$ cat src/core/tmc_regs.vh
/*
  Register offsets, field positions and reset values for
  the 16-bit timer control and status block.
  Assumes an 8-bit register port on the CPU clock.
*/
// Functional notes
// - All timer events share one interrupt, gated by enables and the global mask
// - Capture enable passes either capture flag to the interrupt
// - Compare enable passes either compare flag to the interrupt
// - Overflow enable passes the overflow flag to the interrupt
// - Force bit two copies level two onto compare-2 pin when enabled
// - Force bit one copies level one onto compare-1 pin when enabled, outside the pulse modes
// - Level two drives pin two on match two, pin one in pulse modes
// - Capture-1 edge select: 0 falling, 1 rising
// - Level one drives pin one on match one when enabled
// - Pin enables only route outputs; compare logic always runs
// - Single pulse mode: capture-1 edge starts one pulse, length compare one
// - PWM mode: pulse length compare one, period compare two
// - Clock select: 00 div4, 01 div2, 10 div8, 11 external
// - Without external input, external setting stops the counter
// - Capture-2 edge select: 0 falling, 1 rising
// - External clock edge select: 0 falling, 1 rising
// - Capture flag 1 sets on edge or PWM period; two-step clear
// - Compare flags set on match; clear by status read then low byte access
// - Overflow sets on rollover; cleared via counter low, not alternate low
// - Capture flag 2 sets on edge; two-step clear via capture-2 low byte
// - Freeze bit stops prescaler and counter, disables compare outputs
// - Counter low byte write resets counter to FFFC
`ifndef TMC_REGS_VH
`define TMC_REGS_VH
`define TMC_CR2 4'h1
`define TMC_CR1 4'h2
`define TMC_CSR 4'h3
`define TMC_IC1H 4'h4
`define TMC_IC1L 4'h5
`define TMC_OC1H 4'h6
`define TMC_OC1L 4'h7
`define TMC_CNTH 4'h8
`define TMC_CNTL 4'h9
`define TMC_ACNTH 4'ha
`define TMC_ACNTL 4'hb
`define TMC_IC2H 4'hc
`define TMC_IC2L 4'hd
`define TMC_OC2H 4'he
`define TMC_OC2L 4'hf
`define TMC_CTRL_RESET 8'h00
`define TMC_CNT_RESET 16'hfffc
`define TMC_OC_RESET 16'h8000
// Control one fields
`define TMC_B_CIE 7
`define TMC_B_OIE 6
`define TMC_B_TIE 5
`define TMC_B_FL2 4
`define TMC_B_FL1 3
`define TMC_B_LV2 2
`define TMC_B_IE1 1
`define TMC_B_LV1 0
// Control two fields
`define TMC_B_PE1 7
`define TMC_B_PE2 6
`define TMC_B_OPM 5
`define TMC_B_PWM 4
`define TMC_B_CSH 3
`define TMC_B_CSL 2
`define TMC_B_IE2 1
`define TMC_B_EXE 0
// Status fields
`define TMC_B_CF1 7
`define TMC_B_MF1 6
`define TMC_B_OVF 5
`define TMC_B_CF2 4
`define TMC_B_MF2 3
`define TMC_B_FRZ 2
`endif

$ cat src/core/tmc_timer.v
/*
  16-bit free-running timer: control, status, flags, captures, compares,
  prescaler, single pulse and PWM waveform on compare-1 pin.
  Assumes all pin inputs are synchronous to clk and a one-cycle strobe bus.
*/
// The address-and-strobe port and the register offsets were left to the implementer.
`timescale 1ns/1ps
`include "tmc_regs.vh"
module tmc_timer #(
  parameter HAS_EXT_CLOCK = 1
)(
  input wire clk,
  input wire rst_n,
  input wire [3:0] addr,
  input wire [7:0] wdata,
  input wire wr,
  input wire rd,
  output reg [7:0] rdata,
  input wire global_irq_mask,
  input wire capture_one_pin,
  input wire capture_two_pin,
  input wire external_count_pin,
  output reg compare_one_pin,
  output wire compare_one_pin_oe,
  output reg compare_two_pin,
  output wire compare_two_pin_oe,
  output wire timer_irq
);
  // Block overview for the next engineer:
  // The register port is a plain strobe bus. A write lands on the edge at which
  // wr is high. A read answers on rdata in the following cycle only; in every
  // other cycle rdata rests at zero, so a stale value can never be mistaken for
  // a fresh answer.
  //
  // The counter is sixteen bits wide and free running. It restarts from its
  // reset value on a write to either counter low byte, on the end of a PWM
  // period, and on the trigger edge in single pulse mode.
  //
  // Counting is paced by one clock only. The prescaler is a free-running
  // three-bit count, and the selected rate becomes a one-cycle tick. The
  // prescaler phase is therefore not restarted by a clock select change;
  // software that needs an exact first interval must allow for that.
  //
  // Every flag is set by hardware and cleared by a two-step sequence: a status
  // read that saw the flag set arms the clear, and a later access to the
  // matching low byte completes it. An event in the completing cycle wins, so
  // an event is never lost to a clear that raced with it.
  //
  // In PWM mode both compare values are double-buffered. New values reach the
  // shadows only at the end of a period, and a written high byte holds the
  // transfer back until its low byte follows, so a half-written value never
  // shapes a pulse.
  //
  // Freeze stops the prescaler and the counter, parks both pins low and drops
  // both output enables. Registers stay reachable so that software can set up
  // the next run while nothing moves.
  //
  // The interrupt request is a plain level built from registered flags and
  // enables, gated by the global mask. It carries no edge memory of its own.
  //
  // HAS_EXT_CLOCK tells whether the external count pin exists. Without it the
  // external clock setting simply leaves the counter standing still.

  // ==========================================================
  // Registers
  reg [7:0] timer_control_one;
  reg [7:0] timer_control_two;
  reg capture_one_flag, compare_one_flag, overflow_flag, capture_two_flag, compare_two_flag;
  reg timer_freeze;
  reg [15:0] counter;
  reg [15:0] compare_value_one, compare_value_two;
  reg [15:0] shadow_one, shadow_two;
  reg lock_one, lock_two;
  reg [15:0] capture_one, capture_two;
  reg [2:0] prescale;
  reg cap1_d, cap2_d, ext_d;
  reg armed_cap1, armed_cmp1, armed_ovf, armed_cap2, armed_cmp2;
  reg pulse_active;
  reg [7:0] next_rdata;

  wire single_pulse_mode = timer_control_two[`TMC_B_OPM];
  wire pwm_mode = timer_control_two[`TMC_B_PWM];
  wire one_pulse = single_pulse_mode & ~pwm_mode;
  wire [1:0] clock_select = timer_control_two[`TMC_B_CSH:`TMC_B_CSL];
  wire out_level_one = timer_control_one[`TMC_B_LV1];
  wire out_level_two = timer_control_one[`TMC_B_LV2];
  wire compare_one_pin_en = timer_control_two[`TMC_B_PE1];
  wire compare_two_pin_en = timer_control_two[`TMC_B_PE2];

  // Selected edge on a sampled input; sel 1 means rising
  function edge_seen;
    input now;
    input was;
    input sel;
    begin
      edge_seen = sel ? (now & ~was) : (~now & was);
    end
  endfunction

  // ==========================================================
  // Prescaler and tick generation
  wire cap1_edge = edge_seen(capture_one_pin, cap1_d, timer_control_one[`TMC_B_IE1]);
  wire cap2_edge = edge_seen(capture_two_pin, cap2_d, timer_control_two[`TMC_B_IE2]);
  wire ext_edge = edge_seen(external_count_pin, ext_d, timer_control_two[`TMC_B_EXE]);
  reg tick;
  always @*
  begin
    case (clock_select)
      2'b00: tick = (prescale[1:0] == 2'b11);
      2'b01: tick = prescale[0];
      2'b10: tick = (prescale == 3'b111);
      default: tick = (HAS_EXT_CLOCK != 0) & ext_edge;
    endcase
    tick = tick & ~timer_freeze;
  end

  wire bus_low_hit_cntl = (rd | wr) & (addr == `TMC_CNTL);
  wire cnt_reset = (wr & ((addr == `TMC_CNTL) | (addr == `TMC_ACNTL)))
                   | (tick & pwm_mode & (counter == shadow_two)) // PWM period end
                   | (one_pulse & cap1_edge);
  wire [15:0] cmp1 = pwm_mode ? shadow_one : compare_value_one;
  wire [15:0] cmp2 = pwm_mode ? shadow_two : compare_value_two;
  // Match events fire on the tick taken while the counter holds the value
  wire match_one = tick & (counter == cmp1);
  wire match_two = tick & (counter == cmp2);
  wire roll = tick & (counter == 16'hffff);

  // Events per flag; capture-1 edges and compare-1 events are inhibited in both pulse modes (PWM period end sets capture-1), compare-2 only in PWM, capture-2 never
  wire ev_cap1 = (cap1_edge & ~pwm_mode & ~one_pulse) | (match_two & pwm_mode);
  wire ev_cmp1 = match_one & ~pwm_mode & ~one_pulse;
  wire ev_cmp2 = match_two & ~pwm_mode;
  wire ev_cap2 = cap2_edge;

  // ==========================================================
  // Two-step clear qualifiers
  wire csr_read = rd & (addr == `TMC_CSR);
  wire acc_ic1l = (rd | wr) & (addr == `TMC_IC1L);
  wire acc_ic2l = (rd | wr) & (addr == `TMC_IC2L);
  wire acc_oc1l = (rd | wr) & (addr == `TMC_OC1L);
  wire acc_oc2l = (rd | wr) & (addr == `TMC_OC2L);

  // Counter, prescaler, input history
  always @(posedge clk or negedge rst_n)
  begin
    if (!rst_n)
    begin
      counter <= `TMC_CNT_RESET;
      prescale <= 3'b000;
      cap1_d <= 1'b0;
      cap2_d <= 1'b0;
      ext_d <= 1'b0;
    end
    else
    begin
      cap1_d <= capture_one_pin;
      cap2_d <= capture_two_pin;
      ext_d <= external_count_pin;
      if (!timer_freeze)
        prescale <= prescale + 3'b001;
      if (cnt_reset)
        counter <= `TMC_CNT_RESET;
      else if (tick)
        counter <= counter + 16'h0001;
    end
  end

  // ==========================================================
  // Flags: set wins over the clear so no event is lost
  always @(posedge clk or negedge rst_n)
  begin
    if (!rst_n)
    begin
      capture_one_flag <= 1'b0;
      compare_one_flag <= 1'b0;
      overflow_flag <= 1'b0;
      capture_two_flag <= 1'b0;
      compare_two_flag <= 1'b0;
      armed_cap1 <= 1'b0;
      armed_cmp1 <= 1'b0;
      armed_ovf <= 1'b0;
      armed_cap2 <= 1'b0;
      armed_cmp2 <= 1'b0;
      timer_freeze <= 1'b0;
    end
    else
    begin
      if (wr && addr == `TMC_CSR)
        timer_freeze <= wdata[`TMC_B_FRZ];
      // Arm on a status read that saw the flag set
      if (csr_read)
      begin
        armed_cap1 <= capture_one_flag;
        armed_cmp1 <= compare_one_flag;
        armed_ovf <= overflow_flag;
        armed_cap2 <= capture_two_flag;
        armed_cmp2 <= compare_two_flag;
      end
      if (ev_cap1)
        capture_one_flag <= 1'b1;
      else if (armed_cap1 && acc_ic1l)
      begin
        capture_one_flag <= 1'b0;
        armed_cap1 <= 1'b0;
      end
      if (ev_cmp1)
        compare_one_flag <= 1'b1;
      else if (armed_cmp1 && acc_oc1l)
      begin
        compare_one_flag <= 1'b0;
        armed_cmp1 <= 1'b0;
      end
      if (roll)
        overflow_flag <= 1'b1;
      else if (armed_ovf && bus_low_hit_cntl)
      begin
        overflow_flag <= 1'b0;
        armed_ovf <= 1'b0;
      end
      if (ev_cap2)
        capture_two_flag <= 1'b1;
      else if (armed_cap2 && acc_ic2l)
      begin
        capture_two_flag <= 1'b0;
        armed_cap2 <= 1'b0;
      end
      if (ev_cmp2)
        compare_two_flag <= 1'b1;
      else if (armed_cmp2 && acc_oc2l)
      begin
        compare_two_flag <= 1'b0;
        armed_cmp2 <= 1'b0;
      end
    end
  end

  // ==========================================================
  // Control and data registers; compare values double-buffered for PWM
  always @(posedge clk or negedge rst_n)
  begin
    if (!rst_n)
    begin
      timer_control_one <= `TMC_CTRL_RESET;
      timer_control_two <= `TMC_CTRL_RESET;
      compare_value_one <= `TMC_OC_RESET;
      compare_value_two <= `TMC_OC_RESET;
      shadow_one <= `TMC_OC_RESET;
      shadow_two <= `TMC_OC_RESET;
      lock_one <= 1'b0;
      lock_two <= 1'b0;
      capture_one <= 16'h0000;
      capture_two <= 16'h0000;
    end
    else
    begin
      if (wr)
      begin
        case (addr)
          `TMC_CR1: timer_control_one <= wdata;
          `TMC_CR2: timer_control_two <= wdata;
          `TMC_OC1H: compare_value_one[15:8] <= wdata;
          `TMC_OC1L: compare_value_one[7:0] <= wdata;
          `TMC_OC2H: compare_value_two[15:8] <= wdata;
          `TMC_OC2L: compare_value_two[7:0] <= wdata;
          default: ;
        endcase
      end
      // High byte write locks transfer until the low byte follows
      if (wr && addr == `TMC_OC1H)
        lock_one <= 1'b1;
      else if (wr && addr == `TMC_OC1L)
        lock_one <= 1'b0;
      if (wr && addr == `TMC_OC2H)
        lock_two <= 1'b1;
      else if (wr && addr == `TMC_OC2L)
        lock_two <= 1'b0;
      if (!pwm_mode || (match_two && !lock_one))
        shadow_one <= compare_value_one;
      if (!pwm_mode || (match_two && !lock_two))
        shadow_two <= compare_value_two;
      if (cap1_edge && !pwm_mode && !one_pulse)
        capture_one <= counter;
      if (cap2_edge)
        capture_two <= counter;
    end
  end

  // ==========================================================
  // Compare pin levels; freeze parks both pins low
  always @(posedge clk or negedge rst_n)
  begin
    if (!rst_n)
    begin
      compare_one_pin <= 1'b0;
      compare_two_pin <= 1'b0;
      pulse_active <= 1'b0;
    end
    else if (timer_freeze)
    begin
      compare_one_pin <= 1'b0;
      compare_two_pin <= 1'b0;
      pulse_active <= 1'b0;
    end
    else
    begin
      if (pwm_mode)
      begin
        // Period restart drives level two, pulse end drives level one
        if (match_two)
          compare_one_pin <= out_level_two;
        else if (match_one)
          compare_one_pin <= out_level_one;
      end
      else if (one_pulse)
      begin
        if (cap1_edge)
        begin
          compare_one_pin <= out_level_two;
          pulse_active <= 1'b1;
        end
        else if (pulse_active && match_one)
        begin
          compare_one_pin <= out_level_one;
          pulse_active <= 1'b0;
        end
      end
      else if (timer_control_one[`TMC_B_FL1] || match_one)
        compare_one_pin <= out_level_one;
      if (timer_control_one[`TMC_B_FL2] || (match_two && !one_pulse && !pwm_mode))
        compare_two_pin <= out_level_two;
    end
  end

  // Pin enables only route; compare logic above ignores them
  assign compare_one_pin_oe = compare_one_pin_en & ~timer_freeze;
  assign compare_two_pin_oe = compare_two_pin_en & ~timer_freeze;

  // Shared request line
  assign timer_irq = ~global_irq_mask & (
    (timer_control_one[`TMC_B_CIE] & (capture_one_flag | capture_two_flag))
    | (timer_control_one[`TMC_B_OIE] & (compare_one_flag | compare_two_flag))
    | (timer_control_one[`TMC_B_TIE] & overflow_flag));

  // ==========================================================
  // Read mux, answered one cycle after the strobe
  always @*
  begin
    case (addr)
      `TMC_CR1: next_rdata = timer_control_one;
      `TMC_CR2: next_rdata = timer_control_two;
      `TMC_CSR: next_rdata = {capture_one_flag, compare_one_flag, overflow_flag,
                              capture_two_flag, compare_two_flag, timer_freeze, 2'b00};
      `TMC_IC1H: next_rdata = capture_one[15:8];
      `TMC_IC1L: next_rdata = capture_one[7:0];
      `TMC_OC1H: next_rdata = compare_value_one[15:8];
      `TMC_OC1L: next_rdata = compare_value_one[7:0];
      `TMC_OC2H: next_rdata = compare_value_two[15:8];
      `TMC_OC2L: next_rdata = compare_value_two[7:0];
      `TMC_CNTH: next_rdata = counter[15:8];
      `TMC_CNTL: next_rdata = counter[7:0];
      `TMC_ACNTH: next_rdata = counter[15:8];
      `TMC_ACNTL: next_rdata = counter[7:0];
      `TMC_IC2H: next_rdata = capture_two[15:8];
      `TMC_IC2L: next_rdata = capture_two[7:0];
      default: next_rdata = 8'h00;
    endcase
  end

  always @(posedge clk or negedge rst_n)
  begin
    if (!rst_n)
      rdata <= 8'h00;
    else if (rd)
      rdata <= next_rdata;
    else
      rdata <= 8'h00;
  end
endmodule

$ cat config.mk
export PLATFORM = sky130hd
export DESIGN_NAME = tmc_timer
export DESIGN_NICKNAME = d
export VERILOG_FILES = /design/src/core/tmc_timer.v
export VERILOG_INCLUDE_DIRS = /design/src /design/src/core
export SDC_FILE = /design/constraint.sdc
export NUM_CORES = 1
export LEC_CHECK = 0
export BUFFER_PORTS_ARGS = -buffer_cell sky130_fd_sc_hd__buf_2
export CORE_ASPECT_RATIO = 0.5
export CORE_MARGIN = 3
export CORE_UTILIZATION = 56
export CTS_CLUSTER_DIAMETER = 60
export DETAILED_ROUTE_END_ITERATION = 10
export PLACE_DENSITY = 0.72
export SLEW_MARGIN = 0
export SYNTH_ARGS = -nofsm -noshare
export SYNTH_HDL_FRONTEND = slang
export SYNTH_SLANG_ARGS = --single-unit
$ cat constraint.sdc
create_clock -name clk -period 2.84 [get_ports clk]
set_clock_uncertainty 0.1 [all_clocks]
set_input_delay 0 -clock clk [delete_from_list [all_inputs] [get_ports clk]]
set_output_delay 0 -clock clk [all_outputs]
set_load 0.02 [all_outputs]
# After elaboration in Yosys (flattened, before gate mapping)
# Cells that the tools add are included.
[classes]
addsub = 2
eq_ne = 26
mux = 54
bitwise_logic = 52
n_reduce_logical = 48
[op_table]
columns = ["operator", "n"]
rows = [
  ["case mux 8 bit (13 select lines)", 1],
  ["2-to-1 mux 16 bit", 4],
  ["== test 16 bit", 3],
  ["2-to-1 mux 1 bit", 47],
  ["AND 1 bit", 33],
  ["== test 4 bit (second input constant)", 8],
  ["nonzero test 2 bit", 10],
  ["logical AND 1 bit", 17],
  ["adder 16 x 1 -> 16 bit (second input constant)", 1],
  ["== test 16 bit (second input constant)", 1],
  ["== test 4 x 3 -> 1 bit (second input constant)", 4],
  ["AND reduction 2 bit", 6],
  ["NOT 1 bit", 10],
  ["bitwise OR 1 bit", 9],
  ["== test 4 x 2 -> 1 bit (second input constant)", 2],
  ["2-to-1 mux 8 bit", 1],
  ["AND reduction 3 bit", 2],
  ["inequality test 5 x 3 -> 1 bit (second input constant)", 1],
  ["== test 2 bit (second input constant)", 2],
  ["== test 4 x 1 -> 1 bit (second input constant)", 1],
  ["zero test 1 bit", 4],
  ["logical OR 1 bit", 4],
  ["inequality test 4 x 1 -> 1 bit (second input constant)", 1],
  ["nonzero test 4 bit", 1],
  ["8 further kinds", 9],
]
[totals]
regBits = 158
out_inout_bits = 13
elab_cells = 214

# Logic depth before layout (Yosys ltp)
# Gate-level depths: netlist of run 1.
[logic_depth]
depth_word = 12
depth_mapped = 10

# Worst setup path after synthesis of run 1
# No wires, ideal clock.
[synth_path]
kind = "register to register"
from = "reg counter[4]"
to = "reg shadow_one[10]"
setup_time_ns = 0.125
arrival_time_ns = 2.413
slack_ns = 0.202
stages_incl_launch_ff = 10
path_buffers = 2
synth_period_minus_slack_ns = 2.638
cell_sequence = "dfstp_2 -> buf_6 -> xor2_1 -> o311ai_0 -> nand4b_1 -> nor4_4 -> nand2_4 -> o21ai_4 -> buf_12 -> mux2_4"
[synth_between]
elab_chain_len = 4
[synth_lines]
columns = ["item", "line", "text"]
rows = [
  ["start, declared", "tmc_timer.v:70", "reg [15:0] counter;"],
  ["start signal, assigned", "tmc_timer.v:147", "counter <= `TMC_CNT_RESET;"],
  ["start signal, assigned", "tmc_timer.v:161", "counter <= `TMC_CNT_RESET;"],
  ["start signal, assigned", "tmc_timer.v:163", "counter <= counter + 16'h0001;"],
  ["== test 16 bit", "tmc_timer.v:125", "wire match_two = tick & (counter == cmp2);"],
  ["AND 1 bit", "tmc_timer.v:125", ""],
  ["logical AND 1 bit", "tmc_timer.v:276", "if (!pwm_mode || (match_two && !lock_one))"],
  ["logical OR 1 bit", "tmc_timer.v:276", ""],
  ["end signal, assigned", "tmc_timer.v:246", "shadow_one <= `TMC_OC_RESET;"],
  ["end signal, assigned", "tmc_timer.v:277", "shadow_one <= compare_value_one;"],
  ["end, declared", "tmc_timer.v:72", "reg [15:0] shadow_one, shadow_two;"],
]
# No other way between the ends.
# A chain may end at the register's enable or synchronous reset.

# Final worst setup path of run 1
[layout_path]
from = "reg counter[4]"
to = "reg shadow_two[0]"
[layout_between]
elab_chain_len = 4
[layout_lines]
columns = ["item", "line", "text"]
rows = [
  ["== test 16 bit", "tmc_timer.v:125", ""],
  ["AND 1 bit", "tmc_timer.v:125", ""],
  ["logical AND 1 bit", "tmc_timer.v:278", "if (!pwm_mode || (match_two && !lock_two))"],
  ["logical OR 1 bit", "tmc_timer.v:278", ""],
  ["end signal, assigned", "tmc_timer.v:247", "shadow_two <= `TMC_OC_RESET;"],
  ["end signal, assigned", "tmc_timer.v:279", "shadow_two <= compare_value_two;"],
  ["end, declared", "tmc_timer.v:72", ""],
]
# No other way between the ends.

==> results of run 1 <==
[cells by family (layout without fill, tap and decap cells)]
logic type | count (synthesis) | count (layout)
simple gates | 173 | 173
mux | 159 | 159
compound gates | 98 | 98
fa+ha+maj | 3 | 3
flops | 158 | 158
xor+xnor | 61 | 61
buf+inv | 53 | 128
other cells | 0 | 1
[timing repair]
| action | CTS | global route |
|---|---|---|
| setup endpoints to repair | 0 | 2 |
| resized for setup | 0 | 4 |
| hold buffers | 15 | 0 |
| hold endpoints to repair | 210 | 0 |
[through the flow]
step	std cells	setup slack [ps]	area, um^2	total power, mW	hold slack (ps)
after floorplan	705	202	8220	5.69	-396
after detailed placement	925	145	8740	6.66	-152
final	973	94.7	9510	9.06	10.6
after global routing	972	9.90	9500	9.48	15.7
after CTS	972	104	9490	8.98	11.5
after global placement	925	190	8740	6.56	-156
[worst register-to-register path, delay by kind of cell, from the launching register on]
kind / cells / cell delay [ps]
simple gates: 3 / 630
buf+inv: 1 / 190
xor+xnor: 1 / 110
flops: 1 / 560
compound gates: 2 / 680
mux: 1 / 360
[layout make-up]
class,count,area share [%]
inverters,10,0.395
clock buffers,20,4.91
clock inverters,12,1.32
well taps,192,2.53
flip-flops and latches,158,41.8
repair buffers,86,6.99
multi-input cells,494,42.0
diodes,1,0.0263
[flip-flops by register name, indices dropped and copies added, names as in the netlist, 3 cells and up]
signal / flops
capture_one: 16
capture_two: 16
compare_value_one: 16
compare_value_two: 16
counter: 16
shadow_one: 16
shadow_two: 16
rdata: 8
timer_control_one: 8
timer_control_two: 8
prescale: 3
[metal layers]
metal / up-vias / global-route usage [%]
met5: - / 0
met4: 0 / 6.72
met3: 39 / 9.47
met2: 329 / 41.9
met1: 3155 / 47.7
li1: 2677 / -
[worst min path at each step]
stage	start	end	slack, ps	cells after the start
2_1_floorplan	rst_n	armed_cap1	-400	0
3_3_place_gp	rst_n	capture_one[15]	-160	1
3_5_place_dp	rst_n	capture_two[7]	-150	1
4_1_cts	addr[1]	rdata[7]	10	4
5_1_grt	addr[1]	rdata[7]	20	4
6_report	addr[1]	rdata[7]	10	4
[placed cells by master (no fill, tap or decap), drive strengths merged, types with 8 or more instances in the layout]
cell	netlist	layout
nor4	8	8
xnor2	37	37
mux2i	39	39
nand4	8	8
nor2	27	27
clkbuf	29	20
o21ai	24	24
nand2	57	57
nor2b	9	9
dfstp	18	18
xor2	24	24
buf	14	72
nor3	13	13
inv	10	14
a31oi	12	12
dlygate4sd3	0	14
dfrtp	140	140
nand3	22	22
a21oi	16	16
mux2	116	116
[power by group through the flow]
stage	Sequential, mW	Combinational (mW)	Clock [mW]
floorplan	3.47	2.22	0
global placement	3.81	2.75	0
global route	3.93	3.14	2.41
finish	3.84	2.92	2.29
detailed placement	3.84	2.82	0
CTS	3.81	2.87	2.30
==> results.sh, run 1 <==
export IMPL_ant_nets=0
export IMPL_synthMuxAreaShare_pct=22.7
export IMPL_hold_path_class="primary input to flip-flop"
export IMPL_r2r_end="shadow_two[0]"
export IMPL_layout_drive_gt1_share_pct=32.8
export IMPL_fp_dieH_um=91.6
export IMPL_yosysMostFrequentCell="dfrtp_1"
export IMPL_utilization_pct=68.3
export IMPL_die_area_um2=16200
export IMPL_grt_setup_unrepaired="false"
export IMPL_cpMaxStageDelayCell="dfstp_2"
export IMPL_rr_startpoint="counter[4]"
export IMPL_die_w_um=177
export IMPL_cts_inserted_buffers=17
export IMPL_synth_distinct_cells=58
export IMPL_synth_cells=705
export IMPL_drt_initial_drc_count=733
export IMPL_clkTransAtPathRegs_ps=70
export IMPL_reg2reg_setup_slack_ps=90
export IMPL_n_fill_cell=1021
export IMPL_synth_compound_area_share_pct=8.21
export IMPL_clkSinkCount=158
export IMPL_p_seq_share_pct=42.4
export IMPL_grt_pass1_wl_mm=36.9
export IMPL_worstMarginPinSlew_ps=764
export IMPL_synth_area_leaders="dfrtp_1, mux2_2, dfstp_2, mux2i_1, xnor2_1"
export IMPL_top_layer="met4"
export IMPL_synth_top_area_share_pct=42.6
export IMPL_final_max_slew_viol_count=0
export IMPL_insertion_delay_ps=420
export IMPL_gr_total_overflow=0
export IMPL_via_per_inst=6.37
export IMPL_wl_met3_mm=2.93
export IMPL_synth_top_family_by_area="multiplexers"
export IMPL_via_count=6200
export IMPL_slowest_delay_ps=560
export IMPL_critPathBufInv=1
export IMPL_p_clk_share_pct=25.3
export IMPL_synth_edf_count=0
export IMPL_slew_headroom_pct=49.0
export IMPL_syn_cell_area_um2=8220
export IMPL_place_gp_congestion=1.01
export IMPL_synth_xor_area_share_pct=6.50
export IMPL_cts_root_buf="clkbuf_16"
export IMPL_ys_seq_area_share_pct=48.4
export IMPL_start_kind="flip-flop"
export IMPL_rows=30
export IMPL_htreeDepth=4
export IMPL_finalSetupTns_ps=0
export IMPL_async_flop_share_pct=100
export IMPL_comb_power_share_pct=32.2
export IMPL_startpoint="counter[4]"
export IMPL_syn_area_per_cell_um2=11.7
export IMPL_grt_max_degree=74
export IMPL_place_hpwl_mm=17.0
export IMPL_outcome="complete, no violations"
export IMPL_switching_share_pct=35.7
export IMPL_ys_ff_latch=158
export IMPL_drt_met1_wl_mm=10.8
export IMPL_path_class="flip-flop to flip-flop"
export IMPL_power_internal_mw=5.83
export IMPL_grtUsageTotal_pct=30.7
export IMPL_grt_pass1_vias=6079
export IMPL_p_sw_mw=3.23
export IMPL_cts_path_max_buffers=2
export IMPL_hold_viol=0
export IMPL_synthesis_nets=728
export IMPL_top_level_ports=33
export IMPL_synth_top_cells_by_count="dfrtp_1, mux2_2, nand2_1"
export IMPL_setup_viol=0
export IMPL_period_minus_slack_ps=2750
export IMPL_crit_end="shadow_two[0]"
export IMPL_cp_depth=8
export IMPL_critPathArrivalTime_ps=2940
export IMPL_post_cts_buffers=0
export IMPL_path_delay_family="compound AO/OA/AOI/OAI gates"
export IMPL_portBuffers=32
export IMPL_route_detailed_drc=0
export IMPL_antenna_found_initial=0
export IMPL_multiInputGateArea_um2=3990
export IMPL_core_um2=13900
export IMPL_num_nets_final=790
export IMPL_cap_violations=0
export IMPL_cp_cell_sequence="xor2_1 -> o311ai_0 -> nand4b_1 -> nor4_4 -> nand2_4 -> o21ai_4 -> buf_12 -> mux2_2"
export IMPL_start_util_pct=59.0
export IMPL_yosys_area_share_simple_pct=10.5
export IMPL_crit_required_ps=3040
export IMPL_syn_to_final_growth_pct=15.7
export IMPL_yosys_area_top_type="dfrtp_1"
export IMPL_synth_adder_area_share_pct=0.457
export IMPL_dr_wl_met2_mm=9.77
export IMPL_peakVddDrop_mv=0.478
export IMPL_ys_warn_count=0
export IMPL_p_leak_nw=4.05
export IMPL_register_area_um2=3980
export IMPL_cts_tree="yes"
export IMPL_wirelength_mm=23.9
export IMPL_r2r_cells=8
export IMPL_synthFlopType="dfrtp_1"
export IMPL_crit_path_end_kind="flip-flop"
export IMPL_wire_per_inst_um=24.5
export IMPL_drtPass1Iterations=5
export IMPL_timing_final_crit_share_pct=96.7
export IMPL_powerDensity_nw_per_um2=953
export IMPL_fmax_mhz=364
export IMPL_cp_max_fo=16
Note: power is estimated with default switching activity, not from simulation.
==> run 2: changes to the inputs <==
- CORE_UTILIZATION: 56 -> 60
- HOLD_SLACK_MARGIN: unset -> 0.05
- PLACE_DENSITY: 0.72 -> 0.74
- clock period: 2.84 -> 3.3 ns (I/O delays scaled with it)
==> run 2 against run 1 <==
Against the previous run: final area decreased by 1.9%; critical path type unchanged; core utilization rose by 3.3 points; largest cell class is now registers; count of clock-buffer cells in the layout unchanged; maximum frequency is 6.2% lower; critical path depth did not move; via count rose by 0.34%; cell count shrank 3.5%; global-route usage is 2.9 points higher; setup slack gained 280 ps; sequential share of layout area grew 0.81 points; wire length rose by 0.67%; largest power group unchanged; clock power decreased by 14%.
==> results.sh, run 2 (same netlist as run 1, synthesis figures left out) <==
export IMPL_outcome="complete, no violations"
export IMPL_cts_inserted_buffers=17
export IMPL_via_count=6221
export IMPL_p_leak_nw=3.97
export IMPL_drtPass1Iterations=8
export IMPL_grt_setup_unrepaired="false"
export IMPL_final_common_cell="dfrtp_1"
export IMPL_placed_area_um2=8590
export IMPL_path_class="flip-flop to flip-flop"
export IMPL_ant_nets=0
export IMPL_cap_violations=0
export IMPL_slew_headroom_pct=35.9
export IMPL_n_fill_cell=925
export IMPL_cts_path_max_buffers=2
export IMPL_grtUsageTotal_pct=33.6
export IMPL_fmax_mhz=342
export IMPL_hold_viol=0
export IMPL_start_kind="flip-flop"
export IMPL_top_level_ports=33
export IMPL_clkSinkCount=158
export IMPL_reg2reg_setup_slack_ps=370
export IMPL_layout_drive_gt1_share_pct=31.2
export IMPL_powerDensity_nw_per_um2=829
export IMPL_cts_tree="yes"
export IMPL_syn_to_final_growth_pct=13.5
export IMPL_worstMarginPinSlew_ps=956
export IMPL_crit_required_ps=3500
export IMPL_cp_max_fo=16
export IMPL_via_per_inst=6.63
export IMPL_finalPower_mw=7.73
export IMPL_hold_path_class="primary input to asynchronous set/reset pin"
export IMPL_postLayoutCellArea_um2=9330
export IMPL_antenna_found_initial=0
export IMPL_dp_worst_setup_slack_ps=432
export IMPL_rows=29
export IMPL_timing_final_crit_share_pct=88.7
export IMPL_portBuffers=32
export IMPL_start_util_pct=63.1
export IMPL_place_gp_congestion=0.984
export IMPL_setup_ws_ps=374
export IMPL_final_max_slew_viol_count=0
export IMPL_drt_initial_drc_count=922
export IMPL_cts_resized=0
export IMPL_antennaDiodeCount=0
export IMPL_layout_common_cells="dfrtp_1, mux2_2, nand2_1"
export IMPL_core_um2=13000
export IMPL_wirelength_mm=24.0
export IMPL_critPathArrivalTime_ps=3130
export IMPL_post_cts_buffers=0
export IMPL_die_area_um2=15200
export IMPL_peakVddDrop_mv=0.481
export IMPL_setup_viol=0
export IMPL_grt_pass1_wl_mm=37.1
export IMPL_insertion_delay_ps=430
export IMPL_clkTransAtPathRegs_ps=70
export IMPL_grt_max_degree=74
export IMPL_grt_pass1_vias=6109
export IMPL_num_nets_final=779
export IMPL_place_hpwl_mm=16.9
export IMPL_period_minus_slack_ps=2930
export IMPL_htreeDepth=4
export IMPL_die_w_um=171
export IMPL_cts_root_buf="clkbuf_16"
export IMPL_crit_path_end_kind="flip-flop"
export IMPL_wire_per_inst_um=25.6
export IMPL_fp_dieH_um=88.7
export IMPL_gr_total_overflow=0
export IMPL_worst_hold_slack_ps=79.7
export IMPL_finalSetupTns_ps=0
export IMPL_route_detailed_drc=0
-- run 2: cell count changes in the layout (fill, tap and decap cells not counted), sizes merged --
cell / previous run / this run
buf: 72 / 60
diode: 1 / 0
dlygate4sd3: 14 / 15
-- run 2: worst max-delay path: stages, from the launching register on --
cell and delay, ps:
dfstp_2 660, xor2_1 140, o311ai_0 480, nand4b_1 230
nor4_4 250, nand2_4 130, o21ai_4 130, buf_4 300
mux2_2 370
-- run 2: where the power goes --
part	total [mW]	internal, mW	switching [mW]
Sequential	3.41	2.63	0.777
Clock	1.96	1.10	0.861
Combinational	2.36	1.20	1.17
Total	7.73	4.93	2.80
-- run 2: cell type report --
class | count | area (um^2) | share of cell area, %
flip-flops and latches | 158 | 3980 | 42.6
multi-input cells | 494 | 3980 | 42.6
repair buffers | 75 | 539 | 5.78
clock buffers | 20 | 457 | 4.90
well taps | 170 | 213 | 2.28
clock inverters | 12 | 125 | 1.34
inverters | 10 | 37.5 | 0.402
-- run 2: final timing paths --
kind / startpoint / endpoint / cells after the start
min in group clk: addr[0] / rdata[2] / 3
setup / recovery: counter[6] / shadow_two[2] / 8
hold / removal: rst_n / capture_two[1] / 2
max in group asynchronous: rst_n / counter[13] / 3
setup reg to reg: counter[6] / shadow_two[2] / 8
hold reg to reg: capture_one[1] / capture_one[1] / 2
-- run 2: repair_timing --
item                                    in CTS  in global routing
endpoints found under the setup margin       0                  0
endpoints found under the hold margin      134                  0
hold buffers                                15                  0
-- run 2: per-layer routing --
metal | up-vias | global-route usage, % | wire, um
met4 | 0 | 9.71 | 519
li1 | 2650 | - | -
met1 | 3125 | 51.5 | 10500
met3 | 55 | 10.7 | 3360
met2 | 391 | 45.4 | 9720
met5 | - | 0 | 0
-- run 2: per-stage QoR --
step                utilization [%]  std cells
CTS                            71.6        939
finish                         71.6        939
global route                   71.6        939
detailed placement             66.0        892
floorplan                         -        705
global placement               66.0        892
==> run 3: changes to the inputs <==
- SKIP_CTS_REPAIR_TIMING: unset -> 1
- clock period: 3.3 -> 3.4 ns (I/O delays scaled with it)
==> run 3 against run 2 <==
Against the previous run: setup slack worse by 16 ps; cell count down 0.11%; non-clock buffer count down 1; critical path depth unchanged; die area unchanged; sequential power down 3%; final area down 0.46%; via count about the same; flip-flop and latch count unchanged; critical endpoint is now shadow_two[0]; largest cell class unchanged.
==> results.sh, run 3 (same netlist as run 1, synthesis figures left out) <==
export IMPL_drtPass1Iterations=7
export IMPL_layout_drive_gt1_share_pct=31.1
export IMPL_antennaDiodeCount=0
export IMPL_cts_tree="yes"
export IMPL_via_per_inst=6.63
export IMPL_grt_setup_unrepaired="false"
export IMPL_die_area_um2=15200
export IMPL_via_count=6215
export IMPL_grtUsageTotal_pct=33.4
export IMPL_htreeDepth=4
export IMPL_cts_path_max_buffers=2
export IMPL_critPathArrivalTime_ps=3240
export IMPL_slowest_delay_ps=660
export IMPL_grt_pass1_vias=5997
export IMPL_path_delay_family="simple AND/OR/NAND/NOR gates"
export IMPL_cp_max_fo=16
export IMPL_p_sw_mw=2.72
export IMPL_register_area_um2=3980
export IMPL_syn_to_final_growth_pct=13.0
export IMPL_p_clk_share_pct=24.6
export IMPL_path_class="flip-flop to flip-flop"
export IMPL_p_seq_share_pct=44.5
export IMPL_timing_final_crit_share_pct=89.5
export IMPL_cap_violations=0
export IMPL_cpMaxStageDelayCell="dfstp_2"
export IMPL_die_w_um=171
export IMPL_peakVddDrop_mv=0.340
export IMPL_core_um2=13000
export IMPL_insertion_delay_ps=430
export IMPL_start_kind="flip-flop"
export IMPL_critPathBufInv=1
export IMPL_portBuffers=32
export IMPL_power_internal_mw=4.70
export IMPL_start_util_pct=63.1
export IMPL_num_nets_final=778
export IMPL_cts_root_buf="clkbuf_16"
export IMPL_multiInputGateArea_um2=3980
export IMPL_layout_common_cells="dfrtp_1, mux2_2, nand2_1"
export IMPL_outcome="complete, no violations"
export IMPL_antenna_found_initial=0
export IMPL_final_max_slew_viol_count=0
export IMPL_hold_viol=0
export IMPL_drt_initial_drc_count=721
export IMPL_worstMarginPinSlew_ps=947
export IMPL_period_minus_slack_ps=3040
export IMPL_placed_area_um2=8570
export IMPL_route_detailed_drc=0
export IMPL_fp_dieH_um=88.7
export IMPL_postLayoutCellArea_um2=9280
export IMPL_top_level_ports=33
export IMPL_wire_per_inst_um=25.8
export IMPL_clkTransAtPathRegs_ps=70
export IMPL_crit_required_ps=3600
export IMPL_grt_max_degree=80
export IMPL_switching_share_pct=36.6
export IMPL_final_common_cell="dfrtp_1"
export IMPL_fmax_mhz=329
export IMPL_dp_worst_setup_slack_ps=433
export IMPL_grt_pass1_wl_mm=36.9
export IMPL_powerDensity_nw_per_um2=799
export IMPL_finalPower_mw=7.42
export IMPL_cp_cell_sequence="xor2_1 -> o311ai_0 -> nand4b_1 -> nor4_4 -> nand2_4 -> o21ai_4 -> buf_4 -> mux2_2"
export IMPL_setup_viol=0
export IMPL_setup_ws_ps=358
export IMPL_clkSinkCount=158
export IMPL_crit_path_end_kind="flip-flop"
export IMPL_n_fill_cell=916
export IMPL_rows=29
export IMPL_cts_inserted_buffers=17
export IMPL_hold_path_class="primary input to asynchronous set/reset pin"
export IMPL_place_gp_congestion=0.966
export IMPL_finalSetupTns_ps=0
export IMPL_p_leak_nw=3.95
export IMPL_comb_power_share_pct=30.9
export IMPL_wirelength_mm=24.2
export IMPL_worst_hold_slack_ps=44.5
export IMPL_ant_nets=0
export IMPL_place_hpwl_mm=16.9
export IMPL_gr_total_overflow=0
export IMPL_slew_headroom_pct=36.7
-- run 3: per-stage QoR --
step | std cells | util (%)
6_report | 938 | 71.3
5_1_grt | 938 | 71.3
4_1_cts | 923 | 70.1
3_5_place_dp | 891 | 65.8
3_3_place_gp | 891 | 65.8
2_1_floorplan | 705 | -
-- run 3: worst paths after layout --
| path | startpoint | end | slack, ps | cells past startpoint |
|---|---|---|---|---|
| max | counter[4] | shadow_two[0] | 360 | 8 |
| min | rst_n | capture_two[8] | 40 | 2 |
| max reg2reg | counter[4] | shadow_two[0] | 360 | 8 |
| min reg2reg | capture_one[11] | capture_one[11] | 390 | 2 |
| max in group asynchronous | rst_n | counter[6] | 2200 | 3 |
| min in group clk | addr[0] | rdata[2] | 120 | 3 |
-- run 3: power groups by stage --
stage	Clock, mW	Combinational [mW]	Sequential, mW
final	1.83	2.29	3.30
after global routing	1.92	2.47	3.36
after CTS	1.82	2.24	3.27
after detailed placement	0	2.21	3.29
after global placement	0	2.15	3.25
after floorplan	0	1.86	2.90
-- run 3: cell type report --
class	count	share of cell area, %
Sequential cell	158	42.8
Multi-Input combinational cell	494	42.8
Timing Repair Buffer	74	5.59
Clock buffer	20	4.92
Tap cell	170	2.29
Clock inverter	12	1.11
Inverter	10	0.404
-- run 3: metal layers --
metal	vias up	share of wire, %	global-route usage, %
met2	397	40	45.5
met5	-	0	0
met3	61	14	12.3
met1	3118	44	50.5
met4	0	2.1	8.39
li1	2639	-	-
-- run 3: worst reg2reg max path, stage by stage, from the launching register on --
cell and delay, ps:
dfstp_2 660, xor2_1 140, o311ai_0 470, nand4b_1 220, nor4_4 360, nand2_4 140
o21ai_4 140, buf_4 300, mux2_2 390
